**src/hdl/mono_mix_pkg.sv**
```systemverilog
/*
 Register map, field positions and reset values of the mono mixing and
 mono output control registers.
 Assumes an 8-bit register port with byte addresses as printed.
*/
package mono_mix_pkg;
    localparam int ADDR_W = 8;
    localparam int DATA_W = 8;
    // Register offsets
    localparam logic [7:0] MONO_MIX_SELECT_ADDR = 8'h10;
    localparam logic [7:0] DIFFERENTIAL_INPUT_SELECT_ADDR = 8'h11;
    localparam logic [7:0] MONO_OUTPUT_SOURCE_SELECT_ADDR = 8'h12;
    localparam logic [7:0] MONO_OUTPUT_LEVEL_ADDR = 8'h13;
    // Reset values
    localparam logic [7:0] MONO_MIX_SELECT_RST = 8'h00;
    localparam logic [7:0] DIFFERENTIAL_INPUT_SELECT_RST = 8'h00;
    localparam logic [7:0] MONO_OUTPUT_SOURCE_SELECT_RST = 8'h00;
    localparam logic [7:0] MONO_OUTPUT_LEVEL_RST = 8'h10;
    // Writable bit masks; other bits read zero
    localparam logic [7:0] MONO_MIX_SELECT_MASK = 8'h3F;
    localparam logic [7:0] DIFFERENTIAL_INPUT_SELECT_MASK = 8'h07;
    localparam logic [7:0] MONO_OUTPUT_SOURCE_SELECT_MASK = 8'hFF;
    localparam logic [7:0] MONO_OUTPUT_LEVEL_MASK = 8'h7F;
    // Field positions, mono_mix_select
    localparam int PAIR_ONE_HP_BIT = 0;
    localparam int PAIR_ONE_LO_BIT = 1;
    localparam int PAIR_TWO_HP_BIT = 2;
    localparam int PAIR_TWO_LO_BIT = 3;
    localparam int PAIR_THREE_HP_BIT = 4;
    localparam int PAIR_THREE_LO_BIT = 5;
    // Field positions, differential_input_select
    localparam int DIFF_ENABLE_BIT = 0;
    localparam int DIFF_TO_HP_BIT = 1;
    localparam int DIFF_TO_MONO_BIT = 2;
    // Field positions, mono_output_source_select
    localparam int DAC_LEFT_MONO_BIT = 0;
    localparam int DAC_RIGHT_MONO_BIT = 1;
    localparam int LEFT_ONE_MONO_BIT = 2;
    localparam int RIGHT_ONE_MONO_BIT = 3;
    localparam int LEFT_TWO_MONO_BIT = 4;
    localparam int RIGHT_TWO_MONO_BIT = 5;
    localparam int LEFT_THREE_MONO_BIT = 6;
    localparam int RIGHT_THREE_MONO_BIT = 7;
    // Field positions, mono_output_level
    localparam int ATTEN_LSB = 0;
    localparam int ATTEN_W = 4;
    localparam int MUTE_BIT = 4;
    localparam int GAIN_BIT = 5;
    localparam int POWER_BIT = 6;
    localparam logic [3:0] ATTEN_MUTED = 4'h0;
endpackage

```
**src/hdl/mono_mix_route_control.sv**
```systemverilog
/*
 Mono mixing and mono output control registers of an audio codec, with
 the switch controls they derive.
 Assumes a same-clock register port master and an asynchronous,
 active-low power-down pin that is synchronised here.
*/
// Function
// - Per pair, a bit adds the (L+R)/2 average into the headphone amp.
// - Per pair, a bit adds the (L+R)/2 average into both line outputs.
// - Differential enable turns pair one into one source to lineout.
// - Differential-to-headphone bit acts only while differential enabled.
// - Differential-to-mono bit acts only while differential enabled.
// - Two bits add DAC left and right into the mono sum.
// - Six bits add each single-ended line input into the mono sum.
// - Four-bit mono attenuation, reset zero, used only when unmuted.
// - Mono mute resets set; it forces mute and ignores attenuation.
// - Mono power resets off; while off the mono pin is high impedance.
// - Power-down pin low resets every register to its default.
module mono_mix_route_control
    import mono_mix_pkg::*;
(
    input wire logic ref_clk, // 200 MHz clock
    input wire logic rst, // Async reset, active high
    input wire logic powerDownPinN, // Power-down pin, low = down
    input wire logic [ADDR_W-1:0] regAddr, // Register address
    input wire logic [DATA_W-1:0] regWrData, // Write data
    input wire logic regWrStb, // Write strobe
    input wire logic regRdStb, // Read strobe
    output logic [DATA_W-1:0] regRdData, // Read data, next cycle
    output logic [2:0] pairAvgToHeadphone, // Pair 3..1 average to HP
    output logic [2:0] pairAvgToLineout, // Pair 3..1 average to lineout
    output logic differentialMode, // Pair one used as IN+/IN-
    output logic differentialToLineout, // Diff source to lineout
    output logic differentialToHeadphone, // Diff source to HP
    output logic differentialToMonoOutput, // Diff source to mono out
    output logic dacLeftToMono, // DAC left into mono sum
    output logic dacRightToMono, // DAC right into mono sum
    output logic [5:0] lineInToMono, // R3 L3 R2 L2 R1 L1 to mono
    output logic [3:0] monoAttenuation, // Effective attenuation code
    output logic monoMuted, // Mono output muted
    output logic monoDacGain, // 1 = +6 dB DAC gain
    output logic monoPower, // Mono stage powered
    output logic monoPinOe // Mono pin driven, low = hi-Z
);
    logic pdnMeta_q;
    logic pdnSync_q;
    logic [7:0] mixSel_q;
    logic [7:0] diffSel_q;
    logic [7:0] srcSel_q;
    logic [7:0] level_q;
    logic [7:0] rdData_d;
    logic [7:0] rdData_q;
    logic regClear;

    // Power-down pin synchroniser
    always_ff @(posedge ref_clk or posedge rst) begin
        if (rst) begin
            pdnMeta_q <= 1'b0;
            pdnSync_q <= 1'b0;
        end else begin
            pdnMeta_q <= powerDownPinN;
            pdnSync_q <= pdnMeta_q;
        end
    end

    // Pin low holds registers at default
    assign regClear = ~pdnSync_q;

    // Mono mixing register
    always_ff @(posedge ref_clk or posedge rst) begin
        if (rst) begin
            mixSel_q <= MONO_MIX_SELECT_RST;
        end else if (regClear) begin
            mixSel_q <= MONO_MIX_SELECT_RST;
        end else if (regWrStb && regAddr == MONO_MIX_SELECT_ADDR) begin
            mixSel_q <= regWrData & MONO_MIX_SELECT_MASK;
        end
    end

    // Differential select register
    always_ff @(posedge ref_clk or posedge rst) begin
        if (rst) begin
            diffSel_q <= DIFFERENTIAL_INPUT_SELECT_RST;
        end else if (regClear) begin
            diffSel_q <= DIFFERENTIAL_INPUT_SELECT_RST;
        end else if (regWrStb &&
                     regAddr == DIFFERENTIAL_INPUT_SELECT_ADDR) begin
            diffSel_q <= regWrData & DIFFERENTIAL_INPUT_SELECT_MASK;
        end
    end

    // Mono source select register
    always_ff @(posedge ref_clk or posedge rst) begin
        if (rst) begin
            srcSel_q <= MONO_OUTPUT_SOURCE_SELECT_RST;
        end else if (regClear) begin
            srcSel_q <= MONO_OUTPUT_SOURCE_SELECT_RST;
        end else if (regWrStb &&
                     regAddr == MONO_OUTPUT_SOURCE_SELECT_ADDR) begin
            srcSel_q <= regWrData & MONO_OUTPUT_SOURCE_SELECT_MASK;
        end
    end

    // Mono level register
    always_ff @(posedge ref_clk or posedge rst) begin
        if (rst) begin
            level_q <= MONO_OUTPUT_LEVEL_RST;
        end else if (regClear) begin
            level_q <= MONO_OUTPUT_LEVEL_RST;
        end else if (regWrStb && regAddr == MONO_OUTPUT_LEVEL_ADDR) begin
            level_q <= regWrData & MONO_OUTPUT_LEVEL_MASK;
        end
    end

    // Read mux; unmapped addresses read zero
    always_comb begin
        rdData_d = 8'h00;
        if (regRdStb) begin
            case (regAddr)
                MONO_MIX_SELECT_ADDR: rdData_d = mixSel_q;
                DIFFERENTIAL_INPUT_SELECT_ADDR: rdData_d = diffSel_q;
                MONO_OUTPUT_SOURCE_SELECT_ADDR: rdData_d = srcSel_q;
                MONO_OUTPUT_LEVEL_ADDR: rdData_d = level_q;
                default: rdData_d = 8'h00;
            endcase
        end
    end

    // Read data register, valid the cycle after the strobe
    always_ff @(posedge ref_clk or posedge rst) begin
        if (rst) begin
            rdData_q <= 8'h00;
        end else begin
            rdData_q <= rdData_d;
        end
    end

    assign regRdData = rdData_q;

    // Pair average switches
    assign pairAvgToHeadphone = {mixSel_q[PAIR_THREE_HP_BIT],
                                 mixSel_q[PAIR_TWO_HP_BIT],
                                 mixSel_q[PAIR_ONE_HP_BIT]};
    assign pairAvgToLineout = {mixSel_q[PAIR_THREE_LO_BIT],
                               mixSel_q[PAIR_TWO_LO_BIT],
                               mixSel_q[PAIR_ONE_LO_BIT]};

    // Differential source switches, gated by the enable
    assign differentialMode = diffSel_q[DIFF_ENABLE_BIT];
    assign differentialToLineout = diffSel_q[DIFF_ENABLE_BIT];
    assign differentialToHeadphone = diffSel_q[DIFF_ENABLE_BIT] &
                                     diffSel_q[DIFF_TO_HP_BIT];
    assign differentialToMonoOutput = diffSel_q[DIFF_ENABLE_BIT] &
                                      diffSel_q[DIFF_TO_MONO_BIT];

    // Mono sum sources
    assign dacLeftToMono = srcSel_q[DAC_LEFT_MONO_BIT];
    assign dacRightToMono = srcSel_q[DAC_RIGHT_MONO_BIT];
    assign lineInToMono = srcSel_q[RIGHT_THREE_MONO_BIT:
                                   LEFT_ONE_MONO_BIT];

    // Mute forces the mute code; attenuation acts only when unmuted
    assign monoMuted = level_q[MUTE_BIT];
    assign monoAttenuation = level_q[MUTE_BIT] ? ATTEN_MUTED :
                             level_q[ATTEN_LSB+:ATTEN_W];

    // Gain and power of the mono stage
    assign monoDacGain = level_q[GAIN_BIT];
    assign monoPower = level_q[POWER_BIT];
    assign monoPinOe = level_q[POWER_BIT];
endmodule

```
**config.mk**
```make
export PLATFORM = sky130hd
export DESIGN_NAME = mono_mix_route_control
export DESIGN_NICKNAME = d
export VERILOG_FILES = /design/src/hdl/mono_mix_pkg.sv /design/src/hdl/mono_mix_route_control.sv
export SDC_FILE = /design/constraint.sdc
export NUM_CORES = 1
export LEC_CHECK = 0
export BUFFER_PORTS_ARGS = -buffer_cell sky130_fd_sc_hd__clkbuf_2
export CORE_MARGIN = 4
export CORE_UTILIZATION = 40
export CTS_CLUSTER_DIAMETER = 30
export DETAILED_ROUTE_END_ITERATION = 12
export PLACE_DENSITY_LB_ADDON = 0.2
export RECOVER_POWER = 100
export SKIP_LAST_GASP = 1
export SYNTH_ARGS = -nofsm -noshare
export SYNTH_HDL_FRONTEND = slang
export SYNTH_SLANG_ARGS = --single-unit
```
**constraint.sdc**
```tcl
create_clock -name ref_clk -period 1.2 [get_ports ref_clk]
set_input_delay 0.12 -clock ref_clk [delete_from_list [all_inputs] [get_ports ref_clk]]
set_output_delay 0.12 -clock ref_clk [all_outputs]
set_load 0.01 [all_outputs]
```
# After elaboration in Yosys (flattened, before gate mapping)
# Cells that the tools add are included.
[word_totals] elab_cells=32 inputBits=21 register_bits=42
[classes] n_eq_ne=8 reduce_logical=4 n_mux=11 n_bitwise=2
[op_table] op="$mux 8" count=9
[op_table] op="$eq 8x5->1 const B" count=4
[op_table] op="$pmux 8 s4" count=1
[op_table] op="$ne 2x1->1 const B" count=4
[op_table] op="$logic_and 1x1->1" count=4
[op_table] op="$mux 4" count=1
[op_table] op="$and 1x1->1" count=2

# Longest topological paths before layout
# Gate-level depths: netlist of run 1.
[logic_depth] ltp_word=4 depth_mapped=4 ltp_nobuf=3

# Worst setup path after synthesis of run 1
# No wires, ideal clock.
[synth_path] path_kind="flip-flop to flip-flop" startpoint="reg diffSel_q[0]" endpoint="reg rdData_q[0] (netlist: regRdData[0])" arrival_time_ns=1.021 slack_ns=0.060 t_required_ns=1.082 path_buffers=0 path_stages_with_launch=3 path_cell_list="dfrtp_1 > mux4_2 > and2b_1"
[synth_via] elab_chain_cells=2
[synth_lines] item="start, declared" line="mono_mix_route_control.sv:48" rtl="logic [7:0] diffSel_q;"
[synth_lines] item="start signal, assigned" line="mono_mix_route_control.sv:88" rtl="diffSel_q <= regWrData & DIFFERENTIAL_INPUT_SELECT_MASK;"
[synth_lines] item="$pmux 8 s4" line="mono_mix_route_control.sv:119" rtl="case (regAddr)"
[synth_lines] item="$mux 8" line="mono_mix_route_control.sv:118" rtl="if (regRdStb) begin"
[synth_lines] item="named net rdData_d[0]" line="mono_mix_route_control.sv:51" rtl="logic [7:0] rdData_d;"
[synth_lines] item="end signal, assigned" line="mono_mix_route_control.sv:134" rtl="rdData_q <= rdData_d;"
[synth_lines] item="end, declared" line="mono_mix_route_control.sv:52" rtl="logic [7:0] rdData_q;"
# The timed path passes the listed nets, and every way through them passes these cells.
# A chain may end at the register's enable or synchronous reset.

# Worst setup path after layout of run 1
[layout_path] startpoint="reg level_q[4]" endpoint="out monoAttenuation[0]"
[layout_via] elab_chain_cells=1
[layout_lines] item="start, declared" line="mono_mix_route_control.sv:50" rtl="logic [7:0] level_q;"
[layout_lines] item="start signal, assigned" line="mono_mix_route_control.sv:111" rtl="level_q <= regWrData & MONO_OUTPUT_LEVEL_MASK;"
[layout_lines] item="$mux 4" line="mono_mix_route_control.sv:164" rtl="assign monoAttenuation = level_q[MUTE_BIT] ? ATTEN_MUTED :"
[layout_lines] item="end, declared" line="mono_mix_route_control.sv:39" rtl="output logic [3:0] monoAttenuation,"
# No other way between the ends.

==> results.rst, run 1 <==
.. list-table::
   :header-rows: 1

   * - Metric
     - Value
   * - Top cells by area in the synthesized netlist
     - dfrtp_1, mux2i_1, nand2_1, mux4_2, nor2b_1
   * - Buffer depth of the longest clock path
     - 2
   * - Final min period
     - ~1.2 ns
   * - Core region area
     - between 3000 and 4000 um^2
   * - Overall Power
     - between 2 and 2.5 mW
   * - Worst voltage drop across the vdd grid
     - between 600 and 700 uV
   * - Pins over their slew limit
     - 0
   * - Pin count of the biggest net entering global routing
     - 35
   * - Outcome
     - finished with violations
   * - Netlist Area Pre-Place
     - ~1600 um^2
   * - CTS Root Cell
     - clkbuf_8
   * - Die Width
     - between 70 and 80 um
   * - Switching Power
     - 0.4808 mW
   * - Count of fill cells added during filler insertion
     - approximately 370
   * - Maximum fanout encountered on the critical timing path
     - 7
   * - Crit start category
     - register
   * - Number of remaining DRC errors
     - 0
   * - Reg-to-Reg End
     - regRdData[0]
   * - Most used flip-flop cell after synthesis
     - dfrtp_1
   * - Distinct cells, synth
     - 20
   * - Routed wire length per instance
     - between 10 and 15 um
   * - Share of final-layout standard cells stronger than drive strength 1
     - 0.2745
   * - Share of the synthesized area in the top cell type
     - 0.5222
   * - Count of state elements after synthesis
     - 34
   * - Element type at the critical path end
     - output pin
   * - Clock skew
     - between 0.003 and 0.004 ns
   * - Number of max-cap violations
     - 0
   * - Cell depth of the worst hold path
     - 3
   * - Half-perimeter wire length after placement
     - approximately 2700 um
   * - Internal power of the cells
     - about 1.7 mW
   * - Number of nets produced by synthesis
     - 156
   * - Final Hold Viols
     - 0
   * - End of the worst hold path
     - srcSel_q[7]
   * - Reg2Reg Launch Point
     - srcSel_q[0]
   * - Commonest cells in the netlist
     - dfrtp_1, nand2_1, mux2i_1, nor2b_1, nor2_1
   * - TritonCTS clock tree
     - yes
   * - Number of clock sinks
     - 34
   * - Hold Crit Class
     - input pin to register
   * - Critical hold path startpoint
     - regWrData[7]
   * - Violations in the final reports
     - setup timing
   * - Clk_lat worst skew
     - ~0.28 ns
   * - Ratio of routed vias to standard cells
     - slightly below 5
   * - Number of instances in the synthesized netlist
     - 135
   * - Worst Tran Pin Value
     - 0.4694 ns
   * - Synthesized area divided by synthesized cell count
     - 11.71 um^2
   * - Power density cells
     - about 1100 nW/um^2
   * - Vias
     - between 1000 and 1500
   * - Chip height
     - 70.88 um
   * - Share of total power in sequential cells
     - 0.533
   * - Relative slew slack
     - 0.6870
   * - Reg-to-reg setup timing slack
     - roughly 0.060 ns
   * - # setup viols final
     - 4
   * - Combinational share of power
     - 0.072
   * - Number of global-route vias before repair
     - around 1300
   * - Total of warnings raised by yosys
     - 0
   * - Portion of the post-synthesis area used by sequential elements
     - 0.5388
   * - Leakage power figure
     - approximately 1.1 nW
   * - IO Port Bufs
     - between 50 and 60
   * - Starting DRT DRC Count
     - 37
   * - Antenna violations before repair
     - 0
   * - Crit Path Class
     - register to output pin
   * - Final worst path period share
     - 1.016
   * - Number of H-tree levels
     - 2
   * - Antenna diode instance count
     - 0
   * - Number of ports placed on the die boundary
     - 55
   * - RSZ-0062 raised after global routing
     - yes
   * - Worst hold slack
     - just under 0.07 ns
   * - Clock slew at reported path FFs
     - 0.07 ns
   * - Overflow after GRT
     - 0
   * - Share of synthesized flip-flops with an asynchronous set or reset
     - 1.000
   * - Clock share of power
     - 0.395
   * - Initial Util
     - 0.4225
   * - Dominant cell by count in the synthesized netlist
     - dfrtp_1
   * - 1st-pass router iterations
     - 6
   * - Final-stage net count
     - ~220
   * - Required time reported for the critical path endpoint
     - roughly 1.1 ns
   * - Layout overhead on the synthesized area
     - 29.67%
   * - Logic depth of the worst register-to-register path
     - 2
   * - Area of the die
     - approximately 5000 um^2
   * - Achievable clock frequency
     - 820.4 MHz
   * - Proportion of total power due to net switching
     - 0.2223
   * - Combined global-route utilization of all metal layers
     - 0.1612
   * - Placer Congestion
     - 0.7487
   * - Antenna violation net count after detailed routing
     - 0
   * - Floorplan row count
     - 22
   * - Worst setup margin
     - -0.01886 ns
   * - Worst path arrival time
     - 1.10 ns
   * - Wire length of the first global-routing pass
     - about 6300 um
   * - Routed wire length
     - 3703 um
   * - Clock buffers created by TritonCTS
     - 5
   * - Count of flip-flops with a built-in enable after synthesis
     - 0
   * - Cell accounting for the most synthesized area
     - dfrtp_1
[metrics by stage]
stage          cell area (um^2)    util  instances  setup slack, ns  setup TNS [ns]
3_3_place_gp               1983  0.5297        241         -0.04285         -0.3908
6_report                   2051  0.5478        252         -0.01886        -0.03961
5_1_grt                    2051  0.5478        252         -0.05776         -0.2248
2_1_floorplan              1582       -        135          0.06041               0
3_5_place_dp               1983  0.5297        241          -0.1110          -1.041
4_1_cts                    2098  0.5605        251         -0.02052        -0.08228
[logic make-up after synthesis]
logic type / share of synthesized area
buffers and inverters: 0.02531
AOI/OAI and AO/OA: 0.01662
and+or+nand+nor: 0.1994
muxes: 0.2199
DFF: 0.5388
[cells in the final DEF (no fill, tap or decap)]
cell           instances
nor3b_1                1
clkbuf_1              27
clkinv_2               1
clkbuf_8               6
and2_4                 2
buf_6                  3
a2bb2oi_1              3
nand3_2                2
nand4b_1               1
nor4b_1                1
inv_1                  1
nor2_1                 6
nand3_1                2
mux4_2                 3
buf_12                 1
nor3b_2                1
nor2b_1                7
mux2i_1               28
and2_1                 1
dfstp_2                1
clkbuf_4               1
and2b_1                3
nand2_1               32
dlygate4sd3_1          2
clkbuf_2              28
buf_4                  6
buf_2                  1
dfrtp_1               33
[state kept, by name, indices dropped and copies added (netlist names)]
signal     cells
pdnSync_q      1
diffSel_q      3
pdnMeta_q      1
regRdData      8
level_q        7
srcSel_q       8
mixSel_q       6
[metal layers]
metal  vias up  routed length [um]  GRT usage
met2        35                1945     0.2904
li1        598                   -          -
met5         -                   0          0
met3         6                 226    0.04972
met4         0                  59    0.06263
met1       601                1472     0.1759
[power groups by stage]
stage	Sequential, mW	Combinational (mW)	Clock, mW
4_1_cts	1.15	0.170	0.888
5_1_grt	1.15	0.175	0.937
2_1_floorplan	1.17	0.0806	0
3_5_place_dp	1.17	0.165	0
6_report	1.15	0.155	0.854
3_3_place_gp	1.17	0.161	0
[layout make-up]
type / count / area, um^2 / share of cell area
Multi-Input combinational cell: 93 / 674.4 / 0.3289
Timing Repair Buffer: 68 / 369.1 / 0.1800
Clock inverter: 1 / 5.005 / 0.002441
Tap cell: 48 / 60.06 / 0.02929
Inverter: 1 / 3.754 / 0.001830
Clock buffer: 7 / 86.33 / 0.04210
Sequential cell: 34 / 852.1 / 0.4155
[worst max path at each step]
stage | start | cells after the start | endpoint | slack [ns]
final | level_q[4] | 2 | monoAttenuation[0] | -0.02
after global routing | level_q[4] | 2 | monoAttenuation[0] | -0.06
after CTS | level_q[4] | 2 | monoAttenuation[3] | -0.02
after detailed placement | regAddr[3] | 5 | level_q[0] | -0.11
after global placement | regAddr[3] | 5 | diffSel_q[0] | -0.04
after floorplan | diffSel_q[0] | 2 | regRdData[0] | 0.06
[worst max-delay path, stage by stage (launching register included)]
cell	delay [ns]
dfstp_2	0.61
nor2b_1	0.07
clkbuf_2	0.13
[timing repair]
action / CTS / global route
resized for setup: 1 / 7
buffers inserted: 0 / 1
hold buffers: 2 / 0
hold endpoints to repair: 34 / 0
endpoints found under the setup margin: 6 / 7
Note: power is estimated with default switching activity, not from simulation.
==> inputs of run 2 (changes only) <==
--- a/config.mk
+++ b/config.mk
@@ -5,11 +5,13 @@
 export SDC_FILE = /design/constraint.sdc
 export NUM_CORES = 1
 export LEC_CHECK = 0
+export ABC_AREA = 1
 export BUFFER_PORTS_ARGS = -buffer_cell sky130_fd_sc_hd__clkbuf_2
 export CORE_MARGIN = 4
 export CORE_UTILIZATION = 40
 export CTS_CLUSTER_DIAMETER = 30
 export DETAILED_ROUTE_END_ITERATION = 12
+export MAX_ROUTING_LAYER = met4
 export PLACE_DENSITY_LB_ADDON = 0.2
 export RECOVER_POWER = 100
 export SKIP_LAST_GASP = 1
==> run 2 against run 1 <==
  * The run now ends clean
  * Sequential share of layout area decreased by 1.9 points
  * Largest power group unchanged
  * Register-to-register slack improved by 0.09 ns
  * Worst hold slack got worse by 0.012 ns
  * Global-route usage increased by 1.0 points
  * Power increased by 0.83%
  * Combinational power increased by 11%
  * Critical path depth unchanged
  * Wire length increased by 13%
  * Die area increased by 9.0%
  * Non-clock buffer count increased by 2
  * Clock power about the same
  * Highest routed layer unchanged
  * Flip-flop and latch count unchanged
==> results.rst, run 2 <==
.. list-table::
   :header-rows: 1

   * - Metric
     - Value
   * - Top cells by area in the synthesized netlist
     - dfrtp_1, nand3_1, nand2_1, inv_1, nor2_8
   * - Final-stage net count
     - 297 (+33%)
   * - Achievable clock frequency
     - 842.5 MHz (+2.7%)
   * - Final instance count without filler cells
     - 327 (+30%)
   * - Portion of the post-synthesis area used by sequential elements
     - 0.4889 (-0.04989)
   * - Worst setup margin
     - 0.01303 ns (+0.03190 ns)
   * - Most common library cell in the layout ignoring fill and taps
     - nand2_1
   * - Clock skew
     - 0.004254 ns (+0.0007719 ns)
   * - Critical hold path startpoint
     - regWrData[7]
   * - Element type at the critical path end
     - output pin
   * - Hold Crit Class
     - input pin to register
   * - Logic depth of the worst register-to-register path
     - 5 (+3)
   * - Count of state elements after synthesis
     - 34 (unchanged)
   * - Combined global-route utilization of all metal layers
     - 0.1717 (+0.01048)
   * - Share of synthesized flip-flops with an asynchronous set or reset
     - 1.000 (unchanged)
   * - Share of final-layout standard cells stronger than drive strength 1
     - 0.2310 (-0.04346)
   * - Number of instances in the synthesized netlist
     - 207 (+53%)
   * - Routed wire length
     - 4168 um (+13%)
   * - Relative slew slack
     - 0.7539 (+0.06687)
   * - Total of warnings raised by yosys
     - 0 (unchanged)
   * - Cell family with most CP delay
     - flip-flops
   * - Share of the synthesized area in the top cell type
     - 0.4738 (-0.04835)
   * - Number of ports placed on the die boundary
     - 55 (unchanged)
   * - Reg-to-reg setup timing slack
     - 0.15 ns (+0.09 ns)
   * - Buffer depth of the longest clock path
     - 2 (unchanged)
   * - Placed insts
     - 316 (+31%)
   * - RSZ-0062 raised after global routing
     - yes
   * - Final worst path period share
     - 0.9891 (-0.02658)
   * - Final Hold Viols
     - 0 (unchanged)
   * - Most used flip-flop cell after synthesis
     - dfrtp_1
   * - Worst voltage drop across the vdd grid
     - 485.7 uV (-28%)
   * - Final min period
     - 1.187 ns (-0.03190 ns)
   * - Ratio of routed vias to standard cells
     - 4.697 (-4.5%)
   * - Dpl ws
     - 0.09367 ns (+0.2047 ns)
   * - Wire length of the first global-routing pass
     - 6879 um (+9.9%)
   * - Number of clock sinks
     - 34 (unchanged)
   * - Commonest cells in the netlist
     - nand2_1, nand3_1, dfrtp_1, inv_1, nor2_1
   * - Die Width
     - 74.01 um (+4.4%)
   * - Worst path arrival time
     - 1.07 ns (-0.03 ns)
   * - Vias
     - 1536 (+24%)
   * - Switching Power
     - 0.5025 mW (+4.5%)
   * - Delay of the slowest cell on the worst path
     - 0.61 ns (about the same)
   * - Chip height
     - 74.01 um (+4.4%)
   * - Combinational share of power
     - 0.079 (+0.007)
   * - Dominant cell by count in the synthesized netlist
     - nand2_1
   * - Overall Power
     - 2.180 mW (+0.83%)
   * - Required time reported for the critical path endpoint
     - 1.08 ns (about the same)
   * - Overflow after GRT
     - 0 (unchanged)
   * - Cell depth of the worst hold path
     - 3 (unchanged)
   * - Share of the core filled with cells
     - 0.5220 (-0.02575)
   * - # setup viols final
     - 0 (-4)
   * - Count of fill cells added during filler insertion
     - 442 (+21%)
   * - Crit start category
     - register
   * - Netlist Area Pre-Place
     - 1743 um^2 (+10%)
   * - Antenna violations before repair
     - 0 (unchanged)
   * - Antenna diode instance count
     - 0 (unchanged)
   * - Internal power of the cells
     - 1.678 mW (-0.22%)
   * - Number of max-cap violations
     - 0 (unchanged)
   * - Area of the die
     - 5477 um^2 (+9.0%)
   * - Clock share of power
     - 0.392 (-0.003)
   * - Cell accounting for the most synthesized area
     - dfrtp_1
   * - Outcome
     - complete, no violations
   * - Share of total power in sequential cells
     - 0.529 (-0.004)
   * - Clock buffers created by TritonCTS
     - 5 (unchanged)
   * - Clk_lat worst skew
     - 0.28 ns (about the same)
   * - Placer Congestion
     - 0.8517 (+14%)
   * - Floorplan row count
     - 23 (+4.5%)
   * - Clock slew at reported path FFs
     - 0.07 ns (about the same)
   * - Routed wire length per instance
     - 12.75 um (-13%)
   * - Count of flip-flops with a built-in enable after synthesis
     - 0 (unchanged)
   * - Worst Tran Pin Value
     - 0.3687 ns (-0.1007 ns)
   * - Critical path depth in cells
     - 2 (unchanged)
   * - Number of nets produced by synthesis
     - 228 (+46%)
   * - Starting DRT DRC Count
     - 80 (+120%)
   * - Distinct cells, synth
     - 23 (+15%)
   * - Maximum fanout encountered on the critical timing path
     - 7 (unchanged)
   * - Reg-to-Reg End
     - level_q[1]
   * - WP buf/inv
     - 1 (unchanged)
   * - TritonCTS clock tree
     - yes
   * - Proportion of total power due to net switching
     - 0.2305 (+0.008141)
   * - Pins over their slew limit
     - 0 (unchanged)
   * - 1st-pass router iterations
     - 4 (-2)
   * - Setup tns final
     - 0 ns (+0.03961 ns)
   * - IO Port Bufs
     - 54 (unchanged)
   * - Layout overhead on the synthesized area
     - 23.26%
   * - Crit Path Class
     - register to output pin
   * - Core region area
     - 4115 um^2 (+9.9%)
   * - Reg2Reg Launch Point
     - pdnSync_q
   * - Number of remaining DRC errors
     - 0 (unchanged)
   * - Number of H-tree levels
     - 2 (unchanged)
   * - Sequence of cells on the critical path
     - nor2_1 > clkbuf_2
   * - Antenna violation net count after detailed routing
     - 0 (unchanged)
   * - Initial Util
     - 0.4235 (+0.001073)
   * - Leakage power figure
     - 1.181 nW (+6.1%)
   * - Pin count of the biggest net entering global routing
     - 17 (-51%)
   * - Most frequent cells in the layout
     - nand2_1, nand3_1, clkbuf_1, dfrtp_1, clkbuf_2
   * - Power density cells
     - 1015 nW/um^2 (-3.7%)
   * - CP max-delay cell
     - dfstp_2
   * - Half-perimeter wire length after placement
     - 3296 um (+20%)
   * - End of the worst hold path
     - srcSel_q[7]
   * - Synthesized area divided by synthesized cell count
     - 8.420 um^2 (-28%)
   * - CTS Root Cell
     - clkbuf_8
   * - Number of global-route vias before repair
     - 1448 (+8.7%)
==> run 2: changes by cell type after synthesis, sizes merged, moves of 2 or more <==
cell	previous run	this run
mux4	3	0
mux2i	28	0
nor2b	7	0
buf	4	8
nand3	4	48
a2bb2oi	3	0
nor3b	2	0
o21ai	0	11
nand2	32	60
and2b	3	0
and2	3	0
nor2	6	19
clkbuf	3	0
inv	1	26
==> run 2: repair_timing <==
action,4_1_cts,5_1_grt
pin swaps,4,0
endpoints found under the hold margin,8,0
hold buffers,2,0
setup buffers,0,1
setup endpoints to repair,4,5
resized for setup,1,1
cloned,0,0
==> run 2: stage by stage <==
stage	hold slack (ns)	cell area, um^2
floorplan	0.1514	1743
global placement	0.09276	2108
detailed placement	0.09873	2108
CTS	0.05382	2221
global route	0.08906	2148
finish	0.05734	2148
==> run 2: layout make-up <==
class,instances,area [um^2],area share
flip-flops and latches,34,852.1,0.3966
clock buffers,8,90.09,0.04193
repair buffers,70,344.1,0.1602
well taps,50,62.56,0.02912
inverters,26,100.1,0.04659
multi-input cells,139,699.4,0.3256
==> run 2: cells by family (layout without fill, tap and decap cells) <==
| group | Yosys count | count (layout) | synth area share |
|---|---|---|---|
| AND/OR/NAND/NOR | 127 | 127 | 0.3776 |
| flip-flops | 34 | 34 | 0.4889 |
| buffers and inverters | 34 | 104 | 0.09475 |
| AO/OA/AOI/OAI | 12 | 12 | 0.03876 |
==> run 2: worst max path at each step <==
stage	startpoint	endpoint	slack (ns)
global route	level_q[4]	monoAttenuation[3]	-0.04
global placement	regAddr[5]	level_q[2]	0.11
CTS	level_q[4]	monoAttenuation[1]	-0.01
floorplan	pdnSync_q	srcSel_q[2]	0.16
finish	level_q[4]	monoAttenuation[1]	0.01
detailed placement	regAddr[5]	level_q[2]	0.09
==> run 2: worst register-to-register path: stages, from the launching register on <==
cell	delay, ns
dfrtp_1	0.42
buf_4	0.20
nand2_1	0.13
inv_1	0.06
nand2_1	0.07
nand2_1	0.05
==> run 2: per-layer routing <==
| layer | track usage | vias to the layer above | wire length, um |
|---|---|---|---|
| met5 | - | - | 0 |
| met4 | 0.07847 | 0 | 82 |
| met3 | 0.02838 | 8 | 277 |
| met2 | 0.2490 | 45 | 1884 |
| met1 | 0.2350 | 692 | 1924 |
| li1 | - | 791 | - |
==> run 2: power by group through the flow <==
| stage | clock (mW) | combinational [mW] | sequential, mW |
|---|---|---|---|
| final | 0.854 | 0.172 | 1.15 |
| after global routing | 0.928 | 0.194 | 1.15 |
| after CTS | 0.884 | 0.189 | 1.15 |
| after detailed placement | 0 | 0.183 | 1.18 |
| after global placement | 0 | 0.182 | 1.18 |
| after floorplan | 0 | 0.106 | 1.17 |
==> inputs of run 3 (changes only) <==
==> constraint.sdc (replaced) <==
create_clock -name ref_clk -period 1.3 [get_ports ref_clk]
set_input_delay 0.13 -clock ref_clk [delete_from_list [all_inputs] [get_ports ref_clk]]
set_output_delay 0.13 -clock ref_clk [all_outputs]
set_load 0.02 [all_outputs]
==> run 3 against run 2 <==
  * Combinational power down 9%
  * Wire length decreased by 2.0%
  * Clock power increased by 17%
  * Count of clock-buffer cells in the layout decreased by 1
  * Design area is 0.47% lower
  * Clock skew increased by 0.0013 ns
==> results.rst, run 3 (same netlist as run 2, synthesis figures left out) <==
.. list-table::
   :header-rows: 1

   * - Metric
     - Value
   * - Half-perimeter wire length after placement
     - 3087 um (-6.3%)
   * - RSZ-0062 raised after global routing
     - no
   * - Worst Tran Pin Value
     - 0.7444 ns (+0.3756 ns)
   * - Routed wire length
     - 4083 um (-2.0%)
   * - Outcome
     - complete, no violations
   * - Number of max-cap violations
     - 0 (unchanged)
   * - Die Width
     - 74.01 um (unchanged)
   * - Wire length of the first global-routing pass
     - 6941 um (+0.90%)
   * - Routed wire length per instance
     - 12.72 um (-0.21%)
   * - Maximum fanout encountered on the critical timing path
     - 6 (-1)
   * - Worst setup margin
     - 0.07584 ns (+0.06281 ns)
   * - Number of remaining DRC errors
     - 0 (unchanged)
   * - # setup viols final
     - 0 (unchanged)
   * - Antenna violation net count after detailed routing
     - 0 (unchanged)
   * - Element type at the critical path end
     - output pin
   * - Number of clock sinks
     - 34 (unchanged)
   * - Buffer depth of the longest clock path
     - 2 (unchanged)
   * - Vias
     - 1515 (-1.4%)
   * - Initial Util
     - 0.4235 (unchanged)
   * - Dpl ws
     - 0.1000 ns (+0.006360 ns)
   * - Total area of sequential cells
     - 852.1 um^2 (unchanged)
   * - Power density cells
     - 1041 nW/um^2 (+2.5%)
   * - Clock skew
     - 0.005550 ns (+0.001295 ns)
   * - Overflow after GRT
     - 0 (unchanged)
   * - Achievable clock frequency
     - 816.9 MHz
   * - Final-stage net count
     - 291 (-2.0%)
   * - IO Port Bufs
     - 54 (unchanged)
   * - Antenna diode instance count
     - 0 (unchanged)
   * - Overall Power
     - 2.225 mW (+2.1%)
   * - CTS Root Cell
     - clkbuf_8
   * - Floorplan row count
     - 23 (unchanged)
   * - Fin area
     - 2138 um^2 (-0.47%)
   * - Layout overhead on the synthesized area
     - 22.68%
   * - Chip height
     - 74.01 um (unchanged)
   * - Ratio of routed vias to standard cells
     - 4.720 (+0.48%)
   * - Worst voltage drop across the vdd grid
     - 466.7 uV (-3.9%)
   * - Crit start category
     - register
   * - Starting DRT DRC Count
     - 135 (+69%)
   * - Worst path arrival time
     - 1.09 ns (+0.02 ns)
   * - Final Hold Viols
     - 0 (unchanged)
   * - Required time reported for the critical path endpoint
     - 1.17 ns (+0.09 ns)
   * - TritonCTS clock tree
     - yes
   * - Placed Instance Area
     - 2076 um^2 (-1.5%)
   * - Core region area
     - 4115 um^2 (unchanged)
   * - Number of ports placed on the die boundary
     - 55 (unchanged)
   * - Clk_lat worst skew
     - 0.29 ns (about the same)
   * - CP max-delay cell
     - dfstp_2
   * - Placer Congestion
     - 0.8288 (-2.7%)
   * - Hold Crit Class
     - input pin to register
   * - Pin count of the biggest net entering global routing
     - 35 (+18)
   * - Pins over their slew limit
     - 0 (unchanged)
   * - Clock slew at reported path FFs
     - 0.07 ns (about the same)
   * - Final min period
     - 1.224 ns
   * - Relative slew slack
     - 0.5038 (-0.2501)
   * - Sequence of cells on the critical path
     - nor2_1 > clkbuf_2
   * - Final worst path period share
     - 0.9417
   * - Number of H-tree levels
     - 2 (unchanged)
   * - Share of the core filled with cells
     - 0.5196 (-0.002432)
   * - 1st-pass router iterations
     - 4 (unchanged)
   * - Most frequent cells in the layout
     - nand2_1, nand3_1, dfrtp_1
   * - Share of final-layout standard cells stronger than drive strength 1
     - 0.2251 (-0.005955)
   * - Area of the die
     - 5477 um^2 (unchanged)
   * - Count of fill cells added during filler insertion
     - 429 (-2.9%)
   * - Number of global-route vias before repair
     - 1408 (-2.8%)
   * - Quantity of gates resized following cts
     - 0 (-1)
   * - Multi-input gate area in the final layout
     - 685.7 um^2 (-2.0%)
   * - Setup tns final
     - 0 ns (unchanged)
   * - Combined global-route utilization of all metal layers
     - 0.1721 (+0.0003931)
   * - Leakage power figure
     - 1.166 nW (-1.3%)
   * - Crit Path Class
     - register to output pin
   * - Delay of the slowest cell on the worst path
     - 0.59 ns (-0.02 ns)
   * - Clock buffers created by TritonCTS
     - 5 (unchanged)
   * - Most common library cell in the layout ignoring fill and taps
     - nand2_1
   * - Antenna violations before repair
     - 0 (unchanged)
## run 3: timing repair
item	CTS	global route
setup buffers	0	1
endpoints found under the setup margin	0	1
hold endpoints to repair	34	0
hold buffers	2	0
## run 3: area by class of cell
class                           instances  share of cell area
Inverter                               26             0.04681
Tap cell                               50             0.02926
Clock inverter                          1             0.01404
Multi-Input combinational cell        139              0.3207
Timing Repair Buffer                   64              0.1504
Clock buffer                            7             0.04037
Sequential cell                        34              0.3985
## run 3: report_power, final
part / internal [mW] / total, mW / switching (mW) / leakage [nW]
clock: 0.625 / 1.00 / 0.378 / 0.0585
combinational: 0.0546 / 0.157 / 0.103 / 0.640
sequential: 1.06 / 1.07 / 0.00369 / 0.467
total: 1.74 / 2.23 / 0.484 / 1.17
## run 3: worst paths after layout
kind	start	to	slack [ns]	cells after the start
setup / recovery	level_q[4]	monoAttenuation[0]	0.08	2
hold / removal	regWrData[7]	srcSel_q[7]	0.08	3
setup reg to reg	pdnSync_q	mixSel_q[4]	0.19	5
hold reg to reg	pdnMeta_q	pdnSync_q	0.35	0
max in group asynchronous	rst	mixSel_q[0]	0.23	4
min in group asynchronous	rst	srcSel_q[7]	0.59	4
## run 3: metrics by stage
step	instances	hold WS, ns
final	321	0.08122
after global placement	310	0.2240
after CTS	320	0.07055
after detailed placement	310	0.2283
after global routing	321	0.08536
after floorplan	207	0.1614
## run 3: routing by layer
layer | wire (um) | GRT usage | share of wire
met5 | 0 | - | 0
met4 | 49 | 0.07243 | 0.012
met3 | 231 | 0.03378 | 0.057
met2 | 1863 | 0.2441 | 0.46
met1 | 1939 | 0.2397 | 0.47
## run 3: critical path, delay by kind of cell, from the launching register on
kind	cells	cell delay, ns
flip-flops	1	0.59
buffers and inverters	1	0.15
AND/OR/NAND/NOR	1	0.07
